### config.mk
export PLATFORM = sky130hd
export DESIGN_NAME = pms_sequencer
export DESIGN_NICKNAME = d
export VERILOG_FILES = /design/src/hdl/pms_pkg.sv /design/src/hdl/pms_sequencer.sv
export SDC_FILE = /design/constraint.sdc
export NUM_CORES = 1
export LEC_CHECK = 0
export BUFFER_PORTS_ARGS = -buffer_cell sky130_fd_sc_hd__buf_2
export CORE_UTILIZATION = 55
export CTS_BUF_LIST = sky130_fd_sc_hd__clkbuf_8
export DETAILED_ROUTE_END_ITERATION = 16
export PLACE_DENSITY_LB_ADDON = 0.15
export SKIP_CTS_REPAIR_TIMING = 1
export SLEW_MARGIN = 5
export SYNTH_ARGS = -nofsm -noshare
export SYNTH_HDL_FRONTEND = slang
export SYNTH_SLANG_ARGS = --single-unit
### constraint.sdc
create_clock -name pclk -period 8.4 [get_ports pclk]
set_input_delay 0.42 -clock pclk [delete_from_list [all_inputs] [get_ports pclk]]
set_output_delay 0.42 -clock pclk [all_outputs]
set_load 0.05 [all_outputs]
### src/hdl/pms_pkg.sv
// Overview of operation
// - idle stops cpu and memory clocks, peripherals clocked; any interrupt returns to active.
// - wake latency to cpu active is 14 us idle, 151 us standby, 1015 us off.
// - standby powers only always-on and sensor domains; pin, rtc or sensor event wakes it.
// - standby exit resumes cpu in place; retained peripheral setup is kept.
// - standby entry freezes every gpio at its present level until wake.
// - shutdown removes all power, always-on and sensor too; pins hold last value.
// - in shutdown a level change on an enabled wake pin wakes as reset.
// - readable reset cause tells shutdown pin wake, reset pin and power-on apart.
// - across shutdown only latched pins and flash survive; other state is cleared.
// - reset pin wakes all modes; pin edge all but deepest off; rtc active/idle/standby.
// - rtc can wake the device from any mode where it keeps running.
// - standby brownout detector runs in recharge only; missed dip locks until reset.
// - radio reference from 24 MHz crystal, doubled internally to 48 MHz.
// - internal 48 MHz rc oscillator selectable as cpu clock instead of crystal.
// - without slow crystal, internal 32.768 kHz rc serves as slow reference.
// - slow 32 kHz clock can be routed out on a pin.
// - always-on domain stays powered in every mode except shutdown and off.
// - rtc has three compares and one capture, clocked by slow rc or crystal.
// - rtc rate compensation keeps correct tick when running from rc oscillator.
// - sensor controller runs in standby and can wake the cpu.
`default_nettype none
package pms_pkg;
  localparam int NUM_PINS = 8;
  localparam int CNT_W = 18;
  localparam int CLK_MHZ = 250;
  localparam int WAKE_IDLE_US = 14;
  localparam int WAKE_STANDBY_US = 151;
  localparam int WAKE_OFF_US = 1015;
  localparam int WAKE_IDLE_CYC = WAKE_IDLE_US * CLK_MHZ;
  localparam int WAKE_STANDBY_CYC = WAKE_STANDBY_US * CLK_MHZ;
  localparam int WAKE_OFF_CYC = WAKE_OFF_US * CLK_MHZ;
  localparam int FAST_XTAL_MHZ = 24;
  localparam int FAST_CLK_MHZ = 2 * FAST_XTAL_MHZ;
  ////////////////////////////////////////////////////////////////////////////////
  localparam logic [7:0] OFS_CTRL = 8'h00;
  localparam logic [7:0] OFS_STATUS = 8'h04;
  localparam logic [7:0] OFS_CAUSE = 8'h08;
  localparam logic [7:0] OFS_WAKE_MASK = 8'h0C;
  localparam logic [7:0] OFS_RTC_CNT = 8'h10;
  localparam logic [7:0] OFS_RTC_CMP0 = 8'h14;
  localparam logic [7:0] OFS_RTC_CMP1 = 8'h18;
  localparam logic [7:0] OFS_RTC_CMP2 = 8'h1C;
  localparam logic [7:0] OFS_RTC_CAPT = 8'h20;
  localparam logic [7:0] OFS_RTC_COMP = 8'h24;
  localparam logic [7:0] OFS_RTC_CTRL = 8'h28;
  localparam int CTRL_HF_RC_BIT = 3;
  localparam int CTRL_LF_OUT_BIT = 4;
  localparam logic [2:0] REQ_IDLE = 3'h1;
  localparam logic [2:0] REQ_STANDBY = 3'h2;
  localparam logic [2:0] REQ_SHUTDOWN = 3'h3;
  localparam logic [2:0] REQ_OFF = 3'h4;
  localparam logic [2:0] CAUSE_POR = 3'h1;
  localparam logic [2:0] CAUSE_PIN = 3'h2;
  localparam logic [2:0] CAUSE_SD_WAKE = 3'h4;
  localparam logic [31:0] RTC_COMP_RESET = 32'h00010000;
  ////////////////////////////////////////////////////////////////////////////////
  typedef enum logic [2:0] {
    MODE_ACTIVE = 3'b000,
    MODE_IDLE = 3'b001,
    MODE_STANDBY = 3'b011,
    MODE_WAKE = 3'b010,
    MODE_SHUTDOWN = 3'b110,
    MODE_OFF = 3'b111,
    MODE_RESET = 3'b100
  } pms_mode_e;
  typedef struct packed {
    logic cpu_clk;
    logic mem_clk;
    logic periph_clk;
    logic main_pwr;
    logic aon_pwr;
    logic sensor_pwr;
    logic fast_osc;
    logic retain;
  } pms_power_s;
  typedef struct packed {
    logic doubler_en;
    logic fast_src_rc;
    logic slow_src_rc;
    logic slow_clk_out;
  } pms_clock_s;
endpackage
`default_nettype wire

### src/hdl/pms_sequencer.sv
`timescale 1ns/100ps
`default_nettype none
module pms_sequencer #(
  parameter int NUM_PINS = pms_pkg::NUM_PINS,
  parameter int STANDBY_WAKE_CYC = pms_pkg::WAKE_STANDBY_CYC,
  parameter int OFF_WAKE_CYC = pms_pkg::WAKE_OFF_CYC
) (
  input wire logic pclk,
  input wire logic presetn,
  input wire logic psel,
  input wire logic penable,
  input wire logic pwrite,
  input wire logic [31:0] paddr,
  input wire logic [31:0] pwdata,
  output logic [31:0] prdata,
  output logic pready,
  output logic pslverr,
  input wire logic irq_pending,
  input wire logic sensor_wake,
  input wire logic recharge,
  input wire logic [NUM_PINS-1:0] gpio_level,
  input wire logic [NUM_PINS-1:0] wake_pin,
  input wire logic reset_pin_n,
  input wire logic brownout,
  input wire logic slow_xtal_present,
  input wire logic slow_xtal_clk,
  input wire logic slow_rc_clk,
  input wire logic rtc_capture_pin,
  output pms_pkg::pms_power_s power,
  output pms_pkg::pms_clock_s clocks,
  output logic cpu_rst_n,
  output logic brownout_detector_en,
  output logic io_latch,
  output logic [NUM_PINS-1:0] io_hold
);
  localparam int AW = NUM_PINS + 6;
  localparam int CW = pms_pkg::CNT_W;
  localparam logic [AW-1:0] SYNC_RST = {5'h00, 1'b1, {NUM_PINS{1'b0}}};
  localparam logic [CW-1:0] LD_IDLE = CW'(pms_pkg::WAKE_IDLE_CYC - 1);
  localparam logic [CW-1:0] LD_STANDBY = CW'(STANDBY_WAKE_CYC - 1);
  localparam logic [CW-1:0] LD_OFF = CW'(OFF_WAKE_CYC - 1);

  function automatic pms_pkg::pms_power_s mode_power(input pms_pkg::pms_mode_e m);
    pms_pkg::pms_power_s p;
    p = '0;
    case (m)
      pms_pkg::MODE_ACTIVE: p = 8'b11111110;
      pms_pkg::MODE_IDLE: p = 8'b00111110;
      pms_pkg::MODE_WAKE: p = 8'b00011111;
      pms_pkg::MODE_STANDBY: p = 8'b00001101;
      pms_pkg::MODE_RESET: p = 8'b00011110;
      default: p = 8'b00000000;
    endcase
    return p;
  endfunction

  ////////////////////////////////////////////////////////////////////////////////
  // pin synchronisers and filter
  logic [AW-1:0] s1_q, s2_q, s3_q, filt_q, prev_q;
  always_ff @(posedge pclk or negedge presetn) begin
    if (!presetn) begin
      s1_q <= SYNC_RST;
      s2_q <= SYNC_RST;
      s3_q <= SYNC_RST;
      filt_q <= SYNC_RST;
      prev_q <= SYNC_RST;
    end else begin
      s1_q <= {rtc_capture_pin, slow_rc_clk, slow_xtal_clk, slow_xtal_present, brownout,
               reset_pin_n, wake_pin};
      s2_q <= s1_q;
      s3_q <= s2_q;
      filt_q <= (s2_q & ~(s2_q ^ s3_q)) | (filt_q & (s2_q ^ s3_q));
      prev_q <= filt_q;
    end
  end

  pms_pkg::pms_mode_e mode_q, mode_d;
  logic [CW-1:0] cnt_q, cnt_d;
  logic [NUM_PINS-1:0] wake_mask_q, pin_chg;
  logic rst_pin_n_f, brown_f, lf_src_rc_q, lf_now, lf_rise, capt_rise;
  assign rst_pin_n_f = filt_q[NUM_PINS];
  assign brown_f = filt_q[NUM_PINS+1];
  assign pin_chg = (filt_q[NUM_PINS-1:0] ^ prev_q[NUM_PINS-1:0]) & wake_mask_q;
  assign lf_now = lf_src_rc_q ? filt_q[NUM_PINS+4] : filt_q[NUM_PINS+3];
  assign lf_rise = lf_now & ~(lf_src_rc_q ? prev_q[NUM_PINS+4] : prev_q[NUM_PINS+3]);
  assign capt_rise = filt_q[NUM_PINS+5] & ~prev_q[NUM_PINS+5];

  ////////////////////////////////////////////////////////////////////////////////
  // apb slave
  logic pready_q, wr_en, setup, rst_entry;
  logic [31:0] rd_val;
  logic rd_ok;
  logic [2:0] cause_q, rtc_en_q;
  logic hf_rc_q, lf_out_en_q, bod_lock_q, rtc_evt_q;
  logic [31:0] rtc_cnt_q, rtc_capt_q, rtc_comp_q, cnt_nx;
  logic [31:0] cmp_q [3];
  logic [15:0] frac_q, frac_nx;
  logic carry;
  assign setup = psel & ~penable;
  assign wr_en = psel & penable & pwrite & pready_q;

  always_comb begin
    rd_ok = (paddr[31:8] == 24'h000000);
    rd_val = 32'h00000000;
    case (paddr[7:0])
      pms_pkg::OFS_CTRL: rd_val = {27'h0, lf_out_en_q, hf_rc_q, 3'h0};
      pms_pkg::OFS_STATUS: rd_val = {27'h0, lf_src_rc_q, bod_lock_q, mode_q};
      pms_pkg::OFS_CAUSE: rd_val = {29'h0, cause_q};
      pms_pkg::OFS_WAKE_MASK: rd_val = 32'(wake_mask_q);
      pms_pkg::OFS_RTC_CNT: rd_val = rtc_cnt_q;
      pms_pkg::OFS_RTC_CMP0: rd_val = cmp_q[0];
      pms_pkg::OFS_RTC_CMP1: rd_val = cmp_q[1];
      pms_pkg::OFS_RTC_CMP2: rd_val = cmp_q[2];
      pms_pkg::OFS_RTC_CAPT: rd_val = rtc_capt_q;
      pms_pkg::OFS_RTC_COMP: rd_val = rtc_comp_q;
      pms_pkg::OFS_RTC_CTRL: rd_val = {29'h0, rtc_en_q};
      default: rd_ok = 1'b0;
    endcase
  end

  always_ff @(posedge pclk or negedge presetn) begin
    if (!presetn) begin
      pready_q <= 1'b0;
    end else begin
      pready_q <= setup;
    end
  end

  ////////////////////////////////////////////////////////////////////////////////
  // mode sequencer
  always_comb begin
    mode_d = mode_q;
    cnt_d = (cnt_q != '0) ? cnt_q - CW'(1) : cnt_q;
    case (mode_q)
      pms_pkg::MODE_ACTIVE: begin
        if (wr_en && paddr == 32'(pms_pkg::OFS_CTRL)) begin
          case (pwdata[2:0])
            pms_pkg::REQ_IDLE: mode_d = pms_pkg::MODE_IDLE;
            pms_pkg::REQ_STANDBY: mode_d = pms_pkg::MODE_STANDBY;
            pms_pkg::REQ_SHUTDOWN: mode_d = pms_pkg::MODE_SHUTDOWN;
            pms_pkg::REQ_OFF: mode_d = pms_pkg::MODE_OFF;
            default: mode_d = pms_pkg::MODE_ACTIVE;
          endcase
        end
      end
      pms_pkg::MODE_IDLE: begin
        if (irq_pending || rtc_evt_q || sensor_wake || |pin_chg) begin
          mode_d = pms_pkg::MODE_WAKE;
          cnt_d = LD_IDLE;
        end
      end
      pms_pkg::MODE_STANDBY: begin
        if (|pin_chg || rtc_evt_q || sensor_wake) begin
          mode_d = pms_pkg::MODE_WAKE;
          cnt_d = LD_STANDBY;
        end
      end
      pms_pkg::MODE_SHUTDOWN: begin
        if (|pin_chg) begin
          mode_d = pms_pkg::MODE_RESET;
          cnt_d = LD_OFF;
        end
      end
      pms_pkg::MODE_WAKE: begin
        if (cnt_q == '0) begin
          mode_d = bod_lock_q ? pms_pkg::MODE_RESET : pms_pkg::MODE_ACTIVE;
        end
      end
      pms_pkg::MODE_RESET: begin
        if (cnt_q == '0 && !bod_lock_q) begin
          mode_d = pms_pkg::MODE_ACTIVE;
        end
      end
      pms_pkg::MODE_OFF: mode_d = pms_pkg::MODE_OFF;
      default: mode_d = pms_pkg::MODE_RESET;
    endcase
    if (!rst_pin_n_f) begin
      mode_d = pms_pkg::MODE_RESET;
      cnt_d = LD_OFF;
    end
  end
  assign rst_entry = (mode_d == pms_pkg::MODE_RESET) && (mode_q != pms_pkg::MODE_RESET);

  always_ff @(posedge pclk or negedge presetn) begin
    if (!presetn) begin
      mode_q <= pms_pkg::MODE_RESET;
      cnt_q <= LD_OFF;
    end else begin
      mode_q <= mode_d;
      cnt_q <= cnt_d;
    end
  end

  always_ff @(posedge pclk or negedge presetn) begin
    if (!presetn) begin
      cause_q <= pms_pkg::CAUSE_POR;
    end else if (rst_entry) begin
      cause_q <= rst_pin_n_f ? pms_pkg::CAUSE_SD_WAKE : pms_pkg::CAUSE_PIN;
    end
  end

  ////////////////////////////////////////////////////////////////////////////////
  // software control, cleared on every reset sequence
  always_ff @(posedge pclk or negedge presetn) begin
    if (!presetn) begin
      hf_rc_q <= 1'b0;
      lf_out_en_q <= 1'b0;
      wake_mask_q <= '0;
      rtc_en_q <= 3'h0;
      rtc_comp_q <= pms_pkg::RTC_COMP_RESET;
      cmp_q <= '{default: 32'h00000000};
    end else if (rst_entry) begin
      hf_rc_q <= 1'b0;
      lf_out_en_q <= 1'b0;
      wake_mask_q <= '0;
      rtc_en_q <= 3'h0;
      rtc_comp_q <= pms_pkg::RTC_COMP_RESET;
      cmp_q <= '{default: 32'h00000000};
    end else if (wr_en && paddr[31:8] == 24'h000000) begin
      case (paddr[7:0])
        pms_pkg::OFS_CTRL: begin
          hf_rc_q <= pwdata[pms_pkg::CTRL_HF_RC_BIT];
          lf_out_en_q <= pwdata[pms_pkg::CTRL_LF_OUT_BIT];
        end
        pms_pkg::OFS_WAKE_MASK: wake_mask_q <= pwdata[NUM_PINS-1:0];
        pms_pkg::OFS_RTC_CMP0: cmp_q[0] <= pwdata;
        pms_pkg::OFS_RTC_CMP1: cmp_q[1] <= pwdata;
        pms_pkg::OFS_RTC_CMP2: cmp_q[2] <= pwdata;
        pms_pkg::OFS_RTC_COMP: rtc_comp_q <= pwdata;
        pms_pkg::OFS_RTC_CTRL: rtc_en_q <= pwdata[2:0];
        default: rtc_en_q <= rtc_en_q;
      endcase
    end
  end

  ////////////////////////////////////////////////////////////////////////////////
  // real-time clock in the always-on domain
  logic rtc_run, rtc_match;
  assign rtc_run = (mode_q != pms_pkg::MODE_SHUTDOWN) && (mode_q != pms_pkg::MODE_OFF)
                   && (mode_q != pms_pkg::MODE_RESET);
  assign {carry, frac_nx} = {1'b0, frac_q} + {1'b0, rtc_comp_q[15:0]};
  assign cnt_nx = rtc_cnt_q + {16'h0000, rtc_comp_q[31:16]} + {31'h0, carry};
  always_comb begin
    rtc_match = 1'b0;
    for (int i = 0; i < 3; i++) begin
      rtc_match = rtc_match | (rtc_en_q[i] & (cnt_nx == cmp_q[i]));
    end
  end

  always_ff @(posedge pclk or negedge presetn) begin
    if (!presetn) begin
      rtc_cnt_q <= 32'h00000000;
      frac_q <= 16'h0000;
      rtc_evt_q <= 1'b0;
      rtc_capt_q <= 32'h00000000;
    end else if (rst_entry) begin
      rtc_cnt_q <= 32'h00000000;
      frac_q <= 16'h0000;
      rtc_evt_q <= 1'b0;
      rtc_capt_q <= 32'h00000000;
    end else begin
      rtc_evt_q <= rtc_run & lf_rise & rtc_match;
      if (wr_en && paddr == 32'(pms_pkg::OFS_RTC_CNT)) begin
        rtc_cnt_q <= pwdata;
        frac_q <= 16'h0000;
      end else if (rtc_run && lf_rise) begin
        rtc_cnt_q <= cnt_nx;
        frac_q <= frac_nx;
      end
      if (rtc_run && capt_rise) begin
        rtc_capt_q <= rtc_cnt_q;
      end
    end
  end

  ////////////////////////////////////////////////////////////////////////////////
  // brownout, pin latch, strap and outputs
  always_ff @(posedge pclk or negedge presetn) begin
    if (!presetn) begin
      bod_lock_q <= 1'b0;
    end else if (mode_q == pms_pkg::MODE_STANDBY && !recharge && brown_f) begin
      bod_lock_q <= 1'b1;
    end else if (!rst_pin_n_f) begin
      bod_lock_q <= 1'b0;
    end
  end

  always_ff @(posedge pclk or negedge presetn) begin
    if (!presetn) begin
      io_latch <= 1'b0;
      io_hold <= '0;
    end else if (mode_q == pms_pkg::MODE_ACTIVE && mode_d != pms_pkg::MODE_ACTIVE
                 && mode_d != pms_pkg::MODE_IDLE && mode_d != pms_pkg::MODE_RESET) begin
      io_latch <= 1'b1;
      io_hold <= gpio_level;
    end else if (mode_d == pms_pkg::MODE_ACTIVE) begin
      io_latch <= 1'b0;
    end
  end

  always_ff @(posedge pclk or negedge presetn) begin
    if (!presetn) begin
      lf_src_rc_q <= 1'b0;
    end else if (mode_q == pms_pkg::MODE_RESET) begin
      lf_src_rc_q <= ~filt_q[NUM_PINS+2];
    end
  end

  pms_pkg::pms_power_s pwr_d;
  assign pwr_d = mode_power(mode_d);
  always_ff @(posedge pclk or negedge presetn) begin
    if (!presetn) begin
      power <= 8'h1E;
      clocks <= '0;
      cpu_rst_n <= 1'b0;
      brownout_detector_en <= 1'b1;
      prdata <= 32'h00000000;
      pready <= 1'b0;
      pslverr <= 1'b0;
    end else begin
      power <= pwr_d;
      clocks.doubler_en <= pwr_d.fast_osc;
      clocks.fast_src_rc <= pwr_d.fast_osc & hf_rc_q;
      clocks.slow_src_rc <= lf_src_rc_q;
      clocks.slow_clk_out <= lf_out_en_q & pwr_d.aon_pwr & lf_now;
      cpu_rst_n <= (mode_d != pms_pkg::MODE_RESET);
      brownout_detector_en <= (mode_d == pms_pkg::MODE_STANDBY) ? recharge : pwr_d.aon_pwr;
      prdata <= setup ? (rd_ok ? rd_val : 32'h00000000) : prdata;
      pready <= setup;
      pslverr <= setup & ~rd_ok;
    end
  end
endmodule
`default_nettype wire

# Word level (Yosys, flattened, before mapping)
# Index checks and enable logic that the tools add are counted.
dict set report classes {
  addsub 4
  multipliers 0
  div 0
  magnitude_cmp 0
  eq_ne 34
  n_shift 0
  n_mux 57
  bitwise_logic 29
  reduce_logical 49
}
# operator n
set ops {}
lappend ops {{two-way mux 32 bit} 12}
lappend ops {{one-hot mux 32 bit (11 select lines)} 1}
lappend ops {{two-way mux 96 bit} 2}
lappend ops {{equality test 32 bit} 3}
lappend ops {{two-way mux 18 bit} 5}
lappend ops {{one-hot mux 18 bit (3 select lines)} 1}
lappend ops {{two-way mux 16 bit} 3}
lappend ops {{one-hot mux 8 bit (5 select lines)} 1}
lappend ops {{two-way mux 3 bit} 12}
lappend ops {{adder 32 x 1 -> 32 bit} 1}
lappend ops {{adder 32 x 16 -> 32 bit} 1}
lappend ops {{equality test 32 x 5 -> 1 bit, second input constant} 1}
lappend ops {{equality test 8 x 5 -> 1 bit, second input constant} 4}
lappend ops {{logical NOT 32 bit} 1}
lappend ops {{bitwise AND 14 bit} 2}
lappend ops {{equality test 8 x 6 -> 1 bit, second input constant} 3}
lappend ops {{logical NOT 24 bit} 1}
lappend ops {{two-way mux 8 bit} 3}
lappend ops {{one-hot mux 3 bit (7 select lines)} 1}
lappend ops {{nonzero test 2 bit} 10}
lappend ops {{equality test 3 x 2 -> 1 bit, second input constant} 6}
lappend ops {{logical NOT 18 bit} 1}
lappend ops {{nonzero test 18 bit} 1}
lappend ops {{subtractor 18 x 1 -> 18 bit, second input constant} 1}
lappend ops {{other kinds (27)} 96}
dict set report word_totals {
  ff_bits 375
  latch_bits 0
  mem_bits_rw 0
  mem_bits_ro 0
  input_bits 94
  word_cells 214
  memories 0
}

# Logic depth before layout (Yosys ltp)
dict set report depth {
  ltp_word 13
  ltp_mapped 28
}

# Worst setup path after synthesis
# Ideal clock, no wire load.
dict set report synth_timing {
  kind {reg-to-reg}
  start {register rtc_comp_q[0]}
  end {register rtc_evt_q}
  setup_ns 0.103
  t_arrival_ns 5.756
  path_slack_ns 2.540
  stages_incl_launch_ff 27
  path_buffers 0
  period_less_slack_ns 5.860
  cell_sequence {dfrtp_1 ha_1 inv_1 fa_1 nor2b_1 o21ai_0 a21oi_1 o21ai_0 a21oi_1 a31o_2 a21oi_1 o21ai_0 a21oi_1 o21ai_0 fa_1 fa_1 xnor2_1 xor2_1 o2111ai_1 a2111oi_1 o2111ai_1 nor4_2 nand4_1 or4_1 nor4_2 nand3_1 o41ai_2}
}
dict set report synth_via {
  elab_chain_len 8
}
# item line_no
set synth_rtl {}
lappend synth_rtl {{start, declared} pms_sequencer.sv:95} ;# logic [31:0] rtc_cnt_q, rtc_capt_q, rtc_comp_q, cnt_nx;
lappend synth_rtl {{start signal, assigned} pms_sequencer.sv:210} ;# rtc_comp_q <= pms_pkg::RTC_COMP_RESET;
lappend synth_rtl {{start signal, assigned} pms_sequencer.sv:217} ;# rtc_comp_q <= pms_pkg::RTC_COMP_RESET;
lappend synth_rtl {{start signal, assigned} pms_sequencer.sv:229} ;# pms_pkg::OFS_RTC_COMP: rtc_comp_q <= pwdata;
lappend synth_rtl {{adder 16 x 16 -> 17 bit *} pms_sequencer.sv:241} ;# assign {carry, frac_nx} = {1'b0, frac_q} + {1'b0, rtc_comp_q[15:0]};
lappend synth_rtl {{adder 32 x 1 -> 32 bit *} pms_sequencer.sv:242} ;# assign cnt_nx = rtc_cnt_q + {16'h0000, rtc_comp_q[31:16]} + {31'h0, carry};
lappend synth_rtl {{equality test 32 bit} pms_sequencer.sv:246} ;# rtc_match = rtc_match | (rtc_en_q[i] & (cnt_nx == cmp_q[i]));
lappend synth_rtl {{bitwise AND 1 bit} pms_sequencer.sv:246}
lappend synth_rtl {{OR 1 bit} pms_sequencer.sv:246}
lappend synth_rtl {{OR 1 bit *} pms_sequencer.sv:246}
lappend synth_rtl {{bitwise AND 1 bit *} pms_sequencer.sv:262} ;# rtc_evt_q <= rtc_run & lf_rise & rtc_match;
lappend synth_rtl {{two-way mux 1 bit *} pms_sequencer.sv:256} ;# end else if (rst_entry) begin
lappend synth_rtl {{end signal, assigned} pms_sequencer.sv:262}
lappend synth_rtl {{end, declared} pms_sequencer.sv:94} ;# logic hf_rc_q, lf_out_en_q, bod_lock_q, rtc_evt_q;
# Mark *: on every way between the ends. The rest lies on a longest branch, timed or not.
# A chain may end at the register's enable or synchronous reset.

# Worst setup path after layout
# Ends and elaborated chain as after synthesis.

==> impl_summary.log <==
[metrics] result of the run: completed
[metrics] sequential cell area fraction in the yosys report: 0.471
[metrics] via-per-instance ratio: between 6 and 7
[metrics] detailed-route wire length: 69000 µm
[metrics] category of the worst setup path capture point: flip-flop
[metrics] cell area after synthesis: 19700 µm²
[metrics] number of antenna violations at the first check in global routing: 2
[metrics] clock-pin slew of the registers on the worst-case setup and hold paths: around 0.070 ns
[metrics] clock buffers created by TritonCTS: around 60
[metrics] Final period util: 0.851
[metrics] shortest clock period the worst path allows after layout: between 7 and 8 ns
[metrics] Initial DRT Pass Iterations: 6
[metrics] number of distinct standard cells referenced by the synthesized netlist: between 80 and 90
[metrics] # clock sinks: between 300 and 400
[metrics] vias: around 18k
[metrics] max-cap check violation count: 0
[metrics] unrepaired setup endpoints after global routing: false
[metrics] layout cells sized above 1: 0.145
[metrics] antenna violation net count after detailed routing: 0
[metrics] Static Leak: about 10 nW
[metrics] global-route total usage across every layer: 0.379
[metrics] DRC: 0
[metrics] gate count after technology mapping: around 2.2k
[metrics] leading cell types in the layout, fill and taps excluded: nand2_1 (522), dfrtp_1 (346), a21oi_1 (234), buf_2 (149), nor2_1 (123)
[metrics] max-slew violation total from the final report: 0
[metrics] most area-consuming cells after synthesis: dfrtp_1 (44%), nand2_1 (10%), a21oi_1 (6.0%)
[metrics] predominant post-synthesis flop cell: dfrtp_1
[metrics] Arrival @ worst endpoint: 7.75 ns
[metrics] wire length per cell: roughly 24 µm
[metrics] Die X-Extent: roughly 190 µm
[metrics] number of register bits inferred by synthesis: about 370
[metrics] area added between synthesis and finish: 12.7%
[metrics] Clock Path Buffers: 3
[metrics] clock network latency to the later pin of the worst-skew pair: between 0.7 and 0.8 ns
[metrics] worst slew pin tran: between 1 and 1.5 ns
[metrics] die boundary height: ~190 µm
[metrics] Post-Route Setup TNS: 0 ns
[metrics] I/O pin total: 151
[metrics] number of global-route vias before repair: between 15k and 20k
[metrics] kind of launch point of the worst setup path: flip-flop
[metrics] area fraction of the dominant cell type after synthesis: 0.440
[metrics] Std-Cell Rows: between 60 and 70
[metrics] setup-violating endpoint count in the final report: 0
[metrics] hpwl dp: approximately 46000 µm
[metrics] Core Region: roughly 35000 µm²
[metrics] Peak VDD IR: around 180 µV
[metrics] headroom to the max-slew limit: 0.271
[metrics] most frequent standard cell in the layout excluding fill and tap cells: nand2_1
[metrics] effective utilization at floorplan: 0.564
[metrics] filler cell count: between 3k and 4k
[metrics] Post-synth EDFFs: 0
[metrics] Final Wtd Congestion: 1.00
[metrics] multi-input logic area: a little under 10000 µm²
[metrics] clock root cell: clkbuf_8
[metrics] warning count from the yosys run: 0
[metrics] clock tree from TritonCTS: yes
[metrics] area occupied by registers: between 9000 and 10000 µm²
[metrics] residual overflow from global routing: 0
[metrics] Hold Violations, Final: 0
[metrics] power per unit of standard cell area: 166 nW/µm²
[metrics] clk_skew: about 0.04 ns
[metrics] share of synthesized flip-flops with an asynchronous set or reset: 1.00
[metrics] syn_nets: ~2.3k
[metrics] Starting DRT DRC Count: between 1.5k and 2k
[metrics] critical path required time: 9.00 ns
[metrics] Post-layout nets: 2444
[metrics] total die area: 36500 µm²
[metrics] number of buffer cells added on primary ports: 150
[metrics] average cell area after synthesis: 8.92 µm²
[metrics] crit-path max FO: 4
[metrics] Setup CP Type: flip-flop to flip-flop
[metrics] cell type contributing the most total cell area after synthesis: dfrtp_1
[metrics] global-route wire length before repair: roughly 100000 µm
[metrics] Worst Hold Class: input port to flip-flop
[metrics] Highest Clock Rate: ~0.14 GHz
[metrics] Tot Pwr: between 3 and 4 mW
[metrics] H-tree levels: 2
[metrics] pin count of the biggest net entering global routing: between 150 and 200
[path summary, 6_finish.rpt]
kind	from	endpoint	slack (ns)	depth (start not counted)
setup reg to reg	rtc_comp_q[0]	rtc_evt_q	1.25	27
hold reg to reg	s1_q[2]	s2_q[2]	0.35	0
min in group asynchronous	presetn	prdata[31]	0.38	2
hold / removal	pwdata[25]	cmp_q[25]	0.01	3
setup / recovery	rtc_comp_q[0]	rtc_evt_q	1.25	27
max in group asynchronous	presetn	cmp_q[53]	6.48	3
[power by group]
part           switching (mW)  total, mW  internal, mW
sequential             0.0196       1.83          1.81
clock                   0.778       1.71         0.932
combinational          0.0872      0.132        0.0447
[layout make-up]
class / instances / share of cell area
multi-input combinational: 1664 / 0.438
sequential: 369 / 0.418
timing repair buffer: 194 / 0.0534
clock buffer: 85 / 0.0528
tap: 455 / 0.0257
clock inverter: 28 / 0.00756
inverter: 25 / 0.00423
antenna: 1 / 0.000113
[flip-flops by register name (all words and copies together) (netlist names), 4 cells and up, named ones only]
| name | count |
|---|---|
| cmp_q | 96 |
| prdata | 32 |
| rtc_capt_q | 32 |
| rtc_cnt_q | 32 |
| rtc_comp_q | 32 |
| cnt_q | 18 |
| frac_q | 16 |
| s1_q | 14 |
| s2_q | 14 |
| s3_q | 14 |
| prev_q | 11 |
| io_hold | 8 |
| wake_mask_q | 8 |
| power | 5 |
| clocks | 4 |
[stage by stage]
step	std cells	setup slack, ns	cell area (µm²)	hold WS, ns	util
after CTS	2793	1.36	21900	-0.224	0.628
after floorplan	2205	2.54	19700	0.124	-
after global routing	2820	0.775	22200	0.000873	0.635
after detailed placement	2680	1.40	20600	0.336	0.589
after global placement	2680	1.54	20600	0.331	0.589
final	2821	1.25	22200	0.0145	0.635
[per-layer routing]
layer  up-vias  GRT usage  routed length (µm)
met1      8694      0.524               28600
met3       149     0.0797                6720
met2       975      0.591               31500
met5         -          0                   0
met4         0      0.135                2170
li1       7921          -                   -
[cells in the mapped netlist, types with 6 or more instances]
cell type / instances
clkbuf_1: 102
or2_2: 6
and4_1: 6
nand3_1: 36
nor2_1: 129
a22o_1: 6
dfstp_2: 23
nand2b_1: 7
o211ai_1: 12
and3_1: 9
a211oi_1: 23
nand3b_1: 7
maj3_1: 14
xor2_1: 72
dfrtp_1: 346
a22oi_1: 64
mux2_2: 11
a221oi_1: 34
mux2i_1: 12
nor2b_1: 13
nor3_1: 33
o21ai_0: 88
and2_1: 10
nor4_1: 17
a222oi_1: 7
buf_2: 30
nand2_1: 528
inv_1: 25
ha_1: 32
a21oi_1: 234
a21o_1: 12
buf_4: 7
nand4_1: 22
a31oi_1: 11
xnor2_1: 98
[worst max-delay path, stage by stage, from the launching register on]
cell and delay, ns:
dfrtp_1 0.40, ha_1 0.22, inv_1 0.07, fa_1 0.19, nor2b_1 0.06, o21ai_0 0.19, a21oi_1 0.13, o21ai_0 0.31
a21oi_1 0.17, a31o_2 0.29, a21oi_1 0.22, o21ai_0 0.23, a21oi_1 0.28, o21ai_0 0.15, fa_1 0.47, fa_1 0.44
xnor2_1 0.45, xnor2_1 0.12, nor4_1 0.39, o311ai_0 0.19, a2111oi_0 0.32, o2111a_1 0.28, nand4_1 0.10, nor4_1 0.69
nand4_1 0.17, a2111oi_0 0.30, a22oi_1 0.16, o41ai_2 0.07
[kinds of logic (layout without fill, tap and decap cells)]
kind of cell	count (synthesis)	after routing	share of synthesized area
compound gates	566	566	0.183
simple gates	855	855	0.189
flops	369	369	0.471
xor+xnor	170	170	0.0757
mux	24	24	0.0132
fa+ha+maj	49	49	0.0305
buf+inv	172	332	0.0372
other cells	0	1	0
Power figures use the tool's default switching activity.
